$ cat src/common/command_link_pkg.sv
// Shared constants, symbol codes and check word function for the command link.
// Functional notes
// [RL1] Board logic runs on the aggregator's clock.
// [RL2] Fast signals travel without channel coding.
// [RL3] Fast frame: comma high byte, command low.
// [RL4] Symbol X.Y is five bits X, three Y.
// [RL5] Block length is always an even word count; the code accepts any length up to 16 words, odd ones included.
// [RL6] Block: type, sequence, selector, length, data, check.
// [RL7] Type bits: data, command, link, firmware.
// [RL8] Type bits pick one of three subsystems.
// [RL9] Card identifier only in type's top four bits.
// [RL10] Sender numbers blocks consecutively for loss detection.
// [RL11] Selector field addresses the target command register.
// [RL12] Receiver checks each block's trailing check word.
// [RL13] Comma 28.0 announces a sync command word.
// [RL14] Comma 28.3 announces an ordinary command word.
// [RL15] Comma 28.4 announces a board-link command word.
// [RL16] Commas 28.5, 28.7 never prefix commands.
// [RL17] Carrier extend pads frame to even symbols.
// [RL18] Comma 27.7 starts, 29.7 ends a frame.
// [RL19] Idle pairs between frames, chosen by disparity.
// [RL20] Frame ends: end symbol, one or two extends.
// [RL21] Loopback and bring-up sequences never from user.
// [RL22] Direct host link uses same framing, uncoded.
// [RL23] Fast command register chosen by word's X.
// [RL24] Failed check: no register update, flag error.
package command_link_pkg;

	// ==========================================================
	// Timing
	localparam int CLK_PERIOD_NS   = 20;
	localparam int LINK_PERIOD_NS  = 160;
	localparam int LINK_DIV_CYCLES = LINK_PERIOD_NS / CLK_PERIOD_NS;
	localparam int LINK_HALF       = LINK_DIV_CYCLES / 2;

	// ==========================================================
	// Symbols, written as {X[4:0], Y[2:0]}
	localparam logic [7:0] K_SYNC_CMD  = 8'he0; // 28.0
	localparam logic [7:0] K_COMMAND   = 8'he3; // 28.3
	localparam logic [7:0] K_LINK_CMD  = 8'he4; // 28.4
	localparam logic [7:0] K_LINK_SYNC = 8'he5; // 28.5
	localparam logic [7:0] K_LINK_RSV  = 8'he7; // 28.7
	localparam logic [7:0] K_EXTEND    = 8'hbf; // 23.7
	localparam logic [7:0] K_FRAME_SOF = 8'hdf; // 27.7
	localparam logic [7:0] K_FRAME_EOF = 8'hef; // 29.7
	localparam logic [7:0] D_IDLE_FLIP = 8'h2e; // 5.6
	localparam logic [7:0] D_IDLE_KEEP = 8'h82; // 16.2
	localparam logic [7:0] D_LOOP_BEGIN        = 8'h66; // 12.6
	localparam logic [7:0] D_LOOPBACK_FINISH   = 8'h87; // 16.7
	localparam logic [7:0] D_LINK_BRINGUP      = 8'h0c; // 1.4
	localparam logic [7:0] D_LINK_BRINGUP_ACK  = 8'hf3; // 30.3
	localparam int SYM_X_LSB = 3;
	localparam int SYM_X_MSB = 7;

	// ==========================================================
	// Fast command kinds
	typedef enum logic [1:0] {
		KIND_SYNC    = 2'h0,
		KIND_COMMAND = 2'h1,
		KIND_LINK    = 2'h2
	} fast_kind_t;

	// ==========================================================
	// Block layout and packet type bits
	localparam logic [15:0] HDR_WORDS       = 16'h0004;
	localparam logic [16:0] BLK_OVERHEAD    = 17'h00005;
	localparam logic [15:0] TYPE_BLOCK_DATA = 16'h0001;
	localparam logic [15:0] TYPE_GENERIC    = 16'h0002;
	localparam logic [15:0] TYPE_SUBSYS_1   = 16'h0010;
	localparam logic [15:0] TYPE_SUBSYS_2   = 16'h0020;
	localparam logic [15:0] TYPE_SUBSYS_3   = 16'h0040;
	localparam logic [15:0] TYPE_LINK       = 16'h0080;
	localparam logic [15:0] TYPE_FIRMWARE   = 16'h0100;
	localparam logic [15:0] TYPE_CARD_MASK  = 16'hf000;
	localparam int          CARD_LSB        = 12;
	localparam int          FIFO_DEPTH      = 16;
	localparam int          WORD_W          = 16;

	// ==========================================================
	// Check word: 16-bit polynomial, seeded with all ones
	localparam logic [15:0] CRC_POLY = 16'h1021;
	localparam logic [15:0] CRC_INIT = 16'hffff;

	function automatic logic [15:0] crc_word(input logic [15:0] c, input logic [15:0] d);
		logic [15:0] r;
		r = c;
		for (int i = 15; i >= 0; i--) begin
			if (r[15] ^ d[i]) begin
				r = {r[14:0], 1'b0} ^ CRC_POLY;
			end else begin
				r = {r[14:0], 1'b0};
			end
		end
		return r;
	endfunction

endpackage

$ cat src/common/command_link_if.sv
// Command link wires between the aggregator end and the board end.
`timescale 1ns/1ns
interface command_link_if;
	logic       link_clk;
	logic [7:0] down_sym;
	logic       down_k;
	logic       up_mem_full;
	logic       up_busy;
	logic       up_crc_err;

	modport aggregator (
		output link_clk,
		output down_sym,
		output down_k,
		input  up_mem_full,
		input  up_busy,
		input  up_crc_err
	);

	modport board (
		input  link_clk,
		input  down_sym,
		input  down_k,
		output up_mem_full,
		output up_busy,
		output up_crc_err
	);
endinterface

$ cat src/hw/link_board_end.sv
// Board end: samples the link, decodes fast commands, checks and buffers blocks.
`timescale 1ns/1ns
module fifo_buffer #(
	parameter int WIDTH = 16,
	parameter int DEPTH = 16
) (
	input  wire logic             clk,
	input  wire logic             rst_n,
	input  wire logic             flush,
	input  wire logic             in_valid,
	output logic                  in_ready,
	input  wire logic [WIDTH-1:0] in_data,
	output logic                  out_valid,
	input  wire logic             out_ready,
	output logic [WIDTH-1:0]      out_data
);
	localparam int AW = $clog2(DEPTH);

	logic [WIDTH-1:0] mem [DEPTH];
	logic [AW:0]      wr;
	logic [AW:0]      rd;

	assign out_valid = (wr != rd);
	assign in_ready  = (wr != {~rd[AW], rd[AW-1:0]});
	assign out_data  = mem[rd[AW-1:0]];

	always_ff @(posedge clk) begin
		if (in_valid && in_ready) begin
			mem[wr[AW-1:0]] <= in_data;
		end
	end

	always_ff @(posedge clk) begin
		if (!rst_n || flush) begin
			wr <= '0;
			rd <= '0;
		end else begin
			if (in_valid && in_ready) begin
				wr <= wr + 1'b1;
			end
			if (out_valid && out_ready) begin
				rd <= rd + 1'b1;
			end
		end
	end
endmodule // fifo_buffer

module link_board_end (
	input  wire logic        CLOCK,
	input  wire logic        RSTN,
	command_link_if.board    LNK,
	input  wire logic        MEMORY_FULL,
	output logic             FAST_VALID,
	output logic [1:0]       FAST_KIND,
	output logic [7:0]       FAST_WORD,
	output logic [4:0]       FAST_ADDR,
	output logic             BLK_VALID,
	input  wire logic        BLK_READY,
	output logic [15:0]      BLK_ADDR,
	output logic [15:0]      BLK_TYPE,
	output logic [15:0]      BLK_DATA,
	output logic             BLK_ERROR,
	output logic             SEQ_GAP
);
	typedef enum logic [3:0] {
		R_IDLE  = 4'h1,
		R_FAST  = 4'h2,
		R_FRAME = 4'h4,
		R_DRAIN = 4'h8
	} rx_state_t;

	rx_state_t   state;
	logic [9:0]  s1;
	logic [9:0]  s2;
	logic        clk_d;
	logic        edge_seen;
	logic [7:0]  sym;
	logic        sym_k;
	logic        phase;
	logic [7:0]  hi;
	logic [15:0] word;
	logic [15:0] widx;
	logic [15:0] last;
	logic [15:0] crc;
	logic [15:0] b_len;
	logic [15:0] b_seq;
	logic [15:0] exp_seq;
	logic        have_seq;
	logic        ovf;
	logic        crc_err;
	logic        push;
	logic        push_ready;
	logic        flush;
	logic        fifo_valid;
	logic        word_done;
	logic        frame_ok;

	// ==========================================================
	// Link sampling: two flops, then edge detect on the second
	always_ff @(posedge CLOCK) begin
		if (!RSTN) begin
			s1    <= 10'h000;
			s2    <= 10'h000;
			clk_d <= 1'b0;
		end else begin
			s1    <= {LNK.link_clk, LNK.down_k, LNK.down_sym}; // see [RL1] [RL22]
			s2    <= s1;
			clk_d <= s2[9];
		end
	end

	assign edge_seen = s2[9] && !clk_d;
	assign sym       = s2[7:0];
	assign sym_k     = s2[8];
	assign word      = {hi, sym};
	assign word_done = edge_seen && state == R_FRAME && !sym_k && phase;
	assign push      = word_done && (widx >= command_link_pkg::HDR_WORDS) && ({1'b0, widx} <
		{1'b0, b_len} + 17'(command_link_pkg::HDR_WORDS));
	// Odd symbol counts or trailing halves fail here as well
	assign frame_ok  = !phase && !ovf && (crc == last) && // see [RL5] [RL12]
		({1'b0, widx} == {1'b0, b_len} + command_link_pkg::BLK_OVERHEAD);
	// Any comma but a clean frame end aborts, so no partial block lingers
	assign flush     = edge_seen && state == R_FRAME && sym_k &&
		!(sym == command_link_pkg::K_FRAME_EOF && frame_ok);
	assign BLK_VALID = fifo_valid && state == R_DRAIN; // see [RL24]

	fifo_buffer #(
		.WIDTH (command_link_pkg::WORD_W),
		.DEPTH (command_link_pkg::FIFO_DEPTH)
	) u_fifo (
		.clk       (CLOCK),
		.rst_n     (RSTN),
		.flush     (flush),
		.in_valid  (push),
		.in_ready  (push_ready),
		.in_data   (word),
		.out_valid (fifo_valid),
		.out_ready (BLK_READY && state == R_DRAIN),
		.out_data  (BLK_DATA)
	);

	// ==========================================================
	// Receive state machine
	always_ff @(posedge CLOCK) begin
		if (!RSTN) begin
			state <= R_IDLE;
		end else begin
			case (state)
				R_IDLE: begin
					if (edge_seen && sym_k) begin
						case (sym)
							command_link_pkg::K_SYNC_CMD,
							command_link_pkg::K_COMMAND,
							command_link_pkg::K_LINK_CMD:  state <= R_FAST; // see [RL13] [RL14] [RL15]
							command_link_pkg::K_FRAME_SOF: state <= R_FRAME; // see [RL18]
							default:                       state <= R_IDLE; // see [RL16] [RL21]
						endcase
					end
				end
				R_FAST: begin
					if (edge_seen) begin
						state <= R_IDLE;
					end
				end
				R_FRAME: begin
					if (edge_seen && sym_k) begin
						state <= (sym == command_link_pkg::K_FRAME_EOF && frame_ok) ? R_DRAIN : R_IDLE;
					end
				end
				R_DRAIN: begin
					if (!fifo_valid) begin
						state <= R_IDLE;
					end
				end
				default: state <= R_IDLE;
			endcase
		end
	end

	// ==========================================================
	// Fast command decode
	always_ff @(posedge CLOCK) begin
		if (!RSTN) begin
			FAST_VALID <= 1'b0;
			FAST_KIND  <= 2'h0;
			FAST_WORD  <= 8'h00;
			FAST_ADDR  <= 5'h00;
		end else begin
			FAST_VALID <= edge_seen && state == R_FAST && !sym_k; // see [RL3]
			if (edge_seen && state == R_IDLE && sym_k) begin
				case (sym)
					command_link_pkg::K_SYNC_CMD: FAST_KIND <= command_link_pkg::KIND_SYNC;
					command_link_pkg::K_LINK_CMD: FAST_KIND <= command_link_pkg::KIND_LINK;
					default:                      FAST_KIND <= command_link_pkg::KIND_COMMAND;
				endcase
			end
			if (edge_seen && state == R_FAST && !sym_k) begin
				FAST_WORD <= sym;
				FAST_ADDR <= sym[command_link_pkg::SYM_X_MSB:command_link_pkg::SYM_X_LSB]; // see [RL4] [RL23]
			end
		end
	end

	// ==========================================================
	// Block assembly: running check over all words but the newest
	always_ff @(posedge CLOCK) begin
		if (!RSTN) begin
			phase    <= 1'b0;
			hi       <= 8'h00;
			widx     <= 16'h0000;
			last     <= 16'h0000;
			crc      <= command_link_pkg::CRC_INIT;
			b_len    <= 16'h0000;
			b_seq    <= 16'h0000;
			BLK_TYPE <= 16'h0000;
			BLK_ADDR <= 16'h0000;
			ovf      <= 1'b0;
		end else if (edge_seen && state == R_IDLE) begin
			phase <= 1'b0;
			widx  <= 16'h0000;
			crc   <= command_link_pkg::CRC_INIT;
			ovf   <= 1'b0;
		end else if (edge_seen && state == R_FRAME && !sym_k) begin
			phase <= ~phase;
			if (!phase) begin
				hi <= sym;
			end else begin
				widx <= widx + 16'h0001;
				last <= word;
				if (widx != 16'h0000) begin
					crc <= command_link_pkg::crc_word(crc, last); // see [RL12]
				end
				case (widx)
					16'h0000: BLK_TYPE <= word; // see [RL6] [RL7] [RL8] [RL9]
					16'h0001: b_seq    <= word;
					16'h0002: BLK_ADDR <= word; // see [RL11]
					16'h0003: b_len    <= word;
					default:  ovf      <= ovf || (push && !push_ready);
				endcase
			end
		end
	end

	// ==========================================================
	// Block verdict, sequence tracking and uplink flags
	always_ff @(posedge CLOCK) begin
		if (!RSTN) begin
			BLK_ERROR <= 1'b0;
			SEQ_GAP   <= 1'b0;
			crc_err   <= 1'b0;
			have_seq  <= 1'b0;
			exp_seq   <= 16'h0000;
		end else begin
			BLK_ERROR <= flush; // see [RL24]
			SEQ_GAP   <= 1'b0;
			if (flush) begin
				crc_err <= 1'b1;
			end else if (edge_seen && state == R_FRAME && sym_k) begin
				crc_err  <= 1'b0;
				have_seq <= 1'b1;
				exp_seq  <= b_seq + 16'h0001;
				SEQ_GAP  <= have_seq && (b_seq != exp_seq); // see [RL10]
			end
		end
	end

	// Uplink lines are plain levels, never channel coded
	always_ff @(posedge CLOCK) begin
		if (!RSTN) begin
			LNK.up_mem_full <= 1'b0;
			LNK.up_busy     <= 1'b0;
			LNK.up_crc_err  <= 1'b0;
		end else begin
			LNK.up_mem_full <= MEMORY_FULL; // see [RL2]
			LNK.up_busy     <= (state == R_DRAIN) || fifo_valid;
			LNK.up_crc_err  <= crc_err;
		end
	end

endmodule // link_board_end

$ cat src/flat_wrapper.sv
// flat-port wrapper written by rule: the top's interface ports become plain ports
module link_board_end_flat 
  (CLOCK, RSTN, MEMORY_FULL, FAST_VALID, FAST_KIND, FAST_WORD, FAST_ADDR, BLK_VALID, BLK_READY, BLK_ADDR, BLK_TYPE, BLK_DATA, BLK_ERROR, SEQ_GAP, LNK_link_clk, LNK_down_sym, LNK_down_k, LNK_up_mem_full, LNK_up_busy, LNK_up_crc_err);
  command_link_if LNK_i ();
  input  wire logic CLOCK;
  input  wire logic RSTN;
  input  wire logic MEMORY_FULL;
  output logic FAST_VALID;
  output logic [1:0] FAST_KIND;
  output logic [7:0] FAST_WORD;
  output logic [4:0] FAST_ADDR;
  output logic BLK_VALID;
  input  wire logic BLK_READY;
  output logic [15:0] BLK_ADDR;
  output logic [15:0] BLK_TYPE;
  output logic [15:0] BLK_DATA;
  output logic BLK_ERROR;
  output logic SEQ_GAP;
  input wire logic [$bits(LNK_i.link_clk)-1:0] LNK_link_clk;
  input wire logic [$bits(LNK_i.down_sym)-1:0] LNK_down_sym;
  input wire logic [$bits(LNK_i.down_k)-1:0] LNK_down_k;
  output wire logic [$bits(LNK_i.up_mem_full)-1:0] LNK_up_mem_full;
  output wire logic [$bits(LNK_i.up_busy)-1:0] LNK_up_busy;
  output wire logic [$bits(LNK_i.up_crc_err)-1:0] LNK_up_crc_err;
  assign LNK_i.link_clk = LNK_link_clk;
  assign LNK_i.down_sym = LNK_down_sym;
  assign LNK_i.down_k = LNK_down_k;
  assign LNK_up_mem_full = LNK_i.up_mem_full;
  assign LNK_up_busy = LNK_i.up_busy;
  assign LNK_up_crc_err = LNK_i.up_crc_err;
  link_board_end u_core (.CLOCK(CLOCK), .RSTN(RSTN), .LNK(LNK_i), .MEMORY_FULL(MEMORY_FULL), .FAST_VALID(FAST_VALID), .FAST_KIND(FAST_KIND), .FAST_WORD(FAST_WORD), .FAST_ADDR(FAST_ADDR), .BLK_VALID(BLK_VALID), .BLK_READY(BLK_READY), .BLK_ADDR(BLK_ADDR), .BLK_TYPE(BLK_TYPE), .BLK_DATA(BLK_DATA), .BLK_ERROR(BLK_ERROR), .SEQ_GAP(SEQ_GAP));
endmodule
$ cat config.mk
export PLATFORM = sky130hd
export DESIGN_NAME = link_board_end_flat
export DESIGN_NICKNAME = d
export VERILOG_FILES = /design/src/common/command_link_pkg.sv /design/src/common/command_link_if.sv /design/src/hw/link_board_end.sv /design/src/flat_wrapper.sv
export SDC_FILE = /design/constraint.sdc
export NUM_CORES = 1
export LEC_CHECK = 0
export ABC_AREA = 1
export ABC_CLOCK_PERIOD_IN_PS = 8700
export BUFFER_PORTS_ARGS = -buffer_cell sky130_fd_sc_hd__clkbuf_2
export CAP_MARGIN = 20
export CELL_PAD_IN_SITES_DETAIL_PLACEMENT = 1
export CELL_PAD_IN_SITES_GLOBAL_PLACEMENT = 2
export CORE_MARGIN = 2
export CORE_UTILIZATION = 42
export CTS_CLUSTER_DIAMETER = 60
export CTS_CLUSTER_SIZE = 30
export DETAILED_ROUTE_END_ITERATION = 10
export GPL_ROUTABILITY_DRIVEN = 0
export PLACE_DENSITY = 0.81
export SLEW_MARGIN = 20
export SYNTH_ARGS = -nofsm -noshare
export SYNTH_HDL_FRONTEND = slang
export SYNTH_HIERARCHICAL = 1
export SYNTH_SLANG_ARGS = --single-unit
$ cat constraint.sdc
create_clock -name CLOCK -period 8.7 [get_ports CLOCK]
set_input_delay 2.175 -clock CLOCK [delete_from_list [all_inputs] [get_ports CLOCK]]
set_output_delay 2.175 -clock CLOCK [all_outputs]
set_load 0.05 [all_outputs]
## Word-level counts from Yosys, hierarchy flattened

Memory sizes are Yosys's and may differ from the RTL's. A register that Yosys moved wholly into a read port is not among the register bits.
Index checks and enable logic that the tools add are counted.

- Flip-flop bits (word level): 196
- RAM bits: 256
- Input bits: 14
- Output and inout bits: 70
- Memories: 1

Memories:

| memory | depth | width | read ports | clocked after Yosys merged registers in | wr ports | line | text |
|---|---|---|---|---|---|---|---|
| u_core.u_fifo.mem | 16 | 16 | 1 | 1 | 1 | link_board_end.sv:19 | `logic [WIDTH-1:0] mem [DEPTH];` |

- Add/subtract/negate cells: 6
- Order comparisons: 2
- Equality and inequality tests: 21
- Multiplexer cells: 105
- Bitwise gates (word level): 39
- Reduce and logical (&&, ||, !) cells: 51

Operator list:

| operator | count |
|---|---|
| two-way mux 16 bit | 75 |
| two-way mux 13 bit | 16 |
| NOT 3 bit | 16 |
| == test 8 bit (second input constant) | 5 |
| adder 16 x 3 -> 17 bit (second input constant) | 2 |
| adder 16 x 1 -> 16 bit (second input constant) | 2 |
| == test 16 x 2 -> 1 bit (second input constant) | 2 |
| two-way mux 4 bit | 7 |
| logical AND 1 bit | 23 |
| AND reduction 4 bit | 5 |
| == test 16 x 17 -> 1 bit | 1 |
| < comparator 16 x 17 -> 1 bit | 1 |
| == test 16 x 1 -> 1 bit (second input constant) | 1 |
| == test 16 bit | 1 |
| >= comparator 16 x 3 -> 1 bit (second input constant) | 1 |
| logical NOT 16 bit | 1 |
| inequality test 16 bit | 1 |
| case mux 4 bit (4 select lines) | 1 |
| nonzero test 16 bit | 1 |
| bitwise XOR 1 bit | 16 |
| AND reduction 3 bit | 4 |
| adder 5 x 1 -> 5 bit (second input constant) | 2 |
| inequality test 5 bit | 2 |
| logical NOT 1 bit | 7 |
| other kinds (16) | 31 |

## Depth between registers and ports, before layout

- Word-level depth: 107
- Mapped depth: 20
- Gate-level depth less buffers: 19

## Cells and area by module

The synthesis kept the hierarchy.

Modules (own cells, without submodules):

| module | instances | cells each | area each (sq um) | seq. area each (sq um) |
|---|---|---|---|---|
| fifo_buffer | 1 | 937 | 11,163.2 | 7,967.6 |
| link_board_end | 1 | 1,325 | 9,350.2 | 3,623.5 |

## Worst setup path after synthesis

OpenSTA, ideal clock, no wires.

- Path kind: register -> register
- Start point: register u_core.b_len[4]
- End point: memory u_core.u_fifo.mem[11][0] (enable)
- Arrival: 3.284 ns
- Required time: 8.291 ns
- Slack: 5.007 ns
- Stages on the path, launching flop included: 16
- Period minus slack after synthesis: 3.693 ns
- Path through: dfxtp_1 -> buf_2 -> nand2_2 -> nor2_4 -> nand2_1 -> nor2_1 -> nand3_1 -> nor2_1 -> xnor2_1 -> ha_1 -> nand4_1 -> nor2_1 -> nor2_1 -> and3_1 -> nand2_2 -> nor3_1

- Longest elaborated chain between the ends: 6

Ends and longest elaborated chain:

| what | line | text |
|---|---|---|
| from (decl) | link_board_end.sv:85 | `logic [15:0] b_len;` |
| from (signal assigned) | link_board_end.sv:237 | `16'h0003: b_len <= word;` |
| adder 16 x 3 -> 17 bit | link_board_end.sv:118 | `{1'b0, b_len} + 17'(command_link_pkg::HDR_WORDS));` |
| < comparator 16 x 17 -> 1 bit | link_board_end.sv:117 | `assign push = word_done && (widx >= command_link_pkg::HDR_WORDS) && ({1'b0, widx} <` |
| logical AND 1 bit | link_board_end.sv:117 |  |
| named net u_core.push | link_board_end.sv:91 | `logic push;` |
| logical AND 1 bit | link_board_end.sv:28 | `if (in_valid && in_ready) begin` |
| two-way mux 1 bit | link_board_end.sv:28 |  |
| two-way mux 1 bit (not written as such) | link_board_end.sv:29 | `mem[wr[AW-1:0]] <= in_data;` |
| to (decl) | link_board_end.sv:19 |  |

The timed path passes the listed nets, and every way through them passes these cells.

==> run summary <==
Port bufs - 83
Mapped Area - 20500 µm²
Post-synth EDFFs - 256
Clock period minus worst slack - 5.49 ns
Ys Warns - 6
Sw Ratio - 22.9%
Clock Skew - 0.0391 ns
DR WL/cell - 20.1 µm
Die width - 225 µm
Clock sinks - 451
Final worst setup slack - 3.21 ns
Max transition margin - 26.1%
Largest register FFs - 256
CTS tree - yes
First-pass GRT wire length - 92000 µm
Largest net degree at the start of global routing - 99
Required time worst endpoint - 6.53 ns
Synth unique cells - 40
Period utilization - 63.1%
Setup CP Type - reg -> out
Fin nets - 2351
Hold_sp - u_core/s1[5]
Hold Path Class - reg -> reg
GRT overflow - 0
Syn Inst Count - 2262
Register area share after synthesis - 56.5%
Synth top area cells - edfxtp_1 (37%), dfxtp_1 (19%), nand2_1 (7.3%), inv_1 (5.9%), nand3_1 (3.9%)
Most frequent cells in the layout - nand2_1 (398), inv_1 (319), edfxtp_1 (256)
Vias per cell - 5.30
Ant diodes - 0
Root Buffer Master - clkbuf_16
Commonest non-fill, non-tap cell in the layout - nand2_1
CP max-delay cell - dfxtp_4
Clock Latency Late Sink - 0.58 ns
Clock power share - 44.0%
Post-cts hold buffer count - 0
Max IR drop VDD - 0.0983 mV
H-tree levels - 2
Initial Utilization - 42.8%
Crit path DAT - 3.31 ns
Syn Nets - 2305
Max cap viols - 0
Area leader, netlist - edfxtp_1
Pins Over Slew Limit - 0
Power Internal - 3.27 mW
Hold Vio Cnt, Final - 0
Worst-Margin Slew - 1.11 ns
Synth-to-layout area growth - 11.4%
CP dominant cell by count - nand3_1
Register bit count reported by yosys - 451
Pwr/cell area - 185 nW/µm²
Detail Route Antenna Nets - 0
CP Capture Type - primary output
Die span in y - 225 µm
Outcome - complete, no violations
Layout cells sized above 1 - 10.4%
Worst-path fanout max - 96
Critical Path, Cell by Cell - buf_4, o211ai_1, nand3_1, nand3_1, nand2_1, clkbuf_2
Post-synth top area share - 37.5%
Die area - 50600 µm²
Routed wire length - 59400 µm
Seq pwr share - 53.4%
Fmax - 182 MHz
Worst Setup Start Kind - register
DRC viols - 0
Core area - 47900 µm²
RSZ-0062 raised after global routing - false
CTS Buffer Depth - 3
First-pass DRT Iterations - 5
Vias - 15.6k
Synth Flop Type - edfxtp_1
GR Util All Layers - 23.8%
Comb pwr share - 2.5%
Async S/R FF share, synth - 0%
Worst r2r src - u_core/b_len[8]
Top Ports - 84
Setup tns final - 0 ns
P_leak - 8.98 nW
# setup viols final - 0
Syn avg cell area - 9.07 µm²
Post-DP HPWL - 39400 µm
Dpl ws - 3.84 ns
Std cell rows - 80
Initial antenna violation count - 1
Switching pwr - 0.968 mW
Vias in the first global route - 16.0k
Post-cts sizing count - 0
CTS Buf Count - 38
Final Non-Filler Cells - 2949
Slowest stage delay, CP - 0.93 ns
Dpl cells - 2883
Initial DRC Count - 697
Total setup buffers inserted after CTS - 0
Clock transition at the registers of the reported paths - 0.09 ns
-- logic make-up after synthesis --
group	count (synthesis)	share of synthesized area (%)
AOI/OAI and AO/OA	397	11.3
xor gates and xnor gates	89	3.84
adders and majority gates	29	1.77
buffers and inverters	441	8.53
DFF	451	56.5
and+or+nand+nor	855	18.1
-- layer usage --
layer | global-route usage, % | vias to the layer above | share of wire (%)
li1 | - | 7593 | -
met1 | 28.8 | 7655 | 42
met2 | 42.7 | 262 | 51
met3 | 3.83 | 105 | 4.1
met4 | 8.29 | 0 | 3.3
met5 | 0 | - | 0
-- synthesized netlist by cell type (6+ instances only) --
| library cell | instances |
|---|---|
| nand2_1 | 398 |
| inv_1 | 321 |
| edfxtp_1 | 256 |
| nor2_1 | 199 |
| dfxtp_1 | 195 |
| nand3_1 | 160 |
| a21oi_1 | 147 |
| o21ai_0 | 117 |
| a211oi_1 | 66 |
| o211ai_1 | 65 |
| xor2_1 | 53 |
| clkbuf_1 | 46 |
| buf_2 | 39 |
| xnor2_1 | 35 |
| nand4_1 | 31 |
| ha_1 | 29 |
| nor3_1 | 22 |
| buf_1 | 15 |
| buf_4 | 10 |
| nand2_2 | 9 |
| inv_2 | 8 |
| nor2_2 | 6 |
-- power groups by stage --
stage	logic, mW	clock network [mW]	registers, mW
2_1_floorplan	0.0689	0	2.31
3_3_place_gp	0.102	0	2.31
3_5_place_dp	0.106	0	2.31
4_1_cts	0.108	1.91	2.26
5_1_grt	0.121	1.99	2.26
6_report	0.107	1.86	2.26
-- cell type report --
type	count	area, µm²
multi-input combinational	1370	7230
inverter	330	1240
clock inverter	23	298
clock buffer	43	1040
fill	5479	25100
tap	615	769
timing repair buffer	117	671
sequential	451	11600
-- worst paths after layout --
kind                               end  slack [ns]  cells past startpoint
max                        BLK_DATA[5]        3.21                      6
max reg2reg  u_core/u_fifo/mem[14][11]        4.35                     17
min reg2reg               u_core/s2[5]        0.40                      2
min                       u_core/s2[5]        0.40                      2
-- per-stage QoR --
step | hold WS, ns | utilization, % | cell area (µm²) | power [mW]
after floorplan | 0.390 | - | 20500 | 2.38
after CTS | 0.402 | 47.6 | 22800 | 4.28
after detailed placement | 0.406 | 44.8 | 21500 | 2.42
after global routing | 0.407 | 47.7 | 22800 | 4.37
final | 0.402 | 47.7 | 22800 | 4.23
after global placement | 0.396 | 44.8 | 21500 | 2.41
-- critical path, delay by kind of cell, from the launching register on --
family / cells / cell delay, ns
buffers and inverters: 2 / 1.01
DFF: 1 / 0.93
and+or+nand+nor: 3 / 0.46
AOI/OAI and AO/OA: 1 / 0.22
No activity file was read; power rests on OpenSTA's default activity.
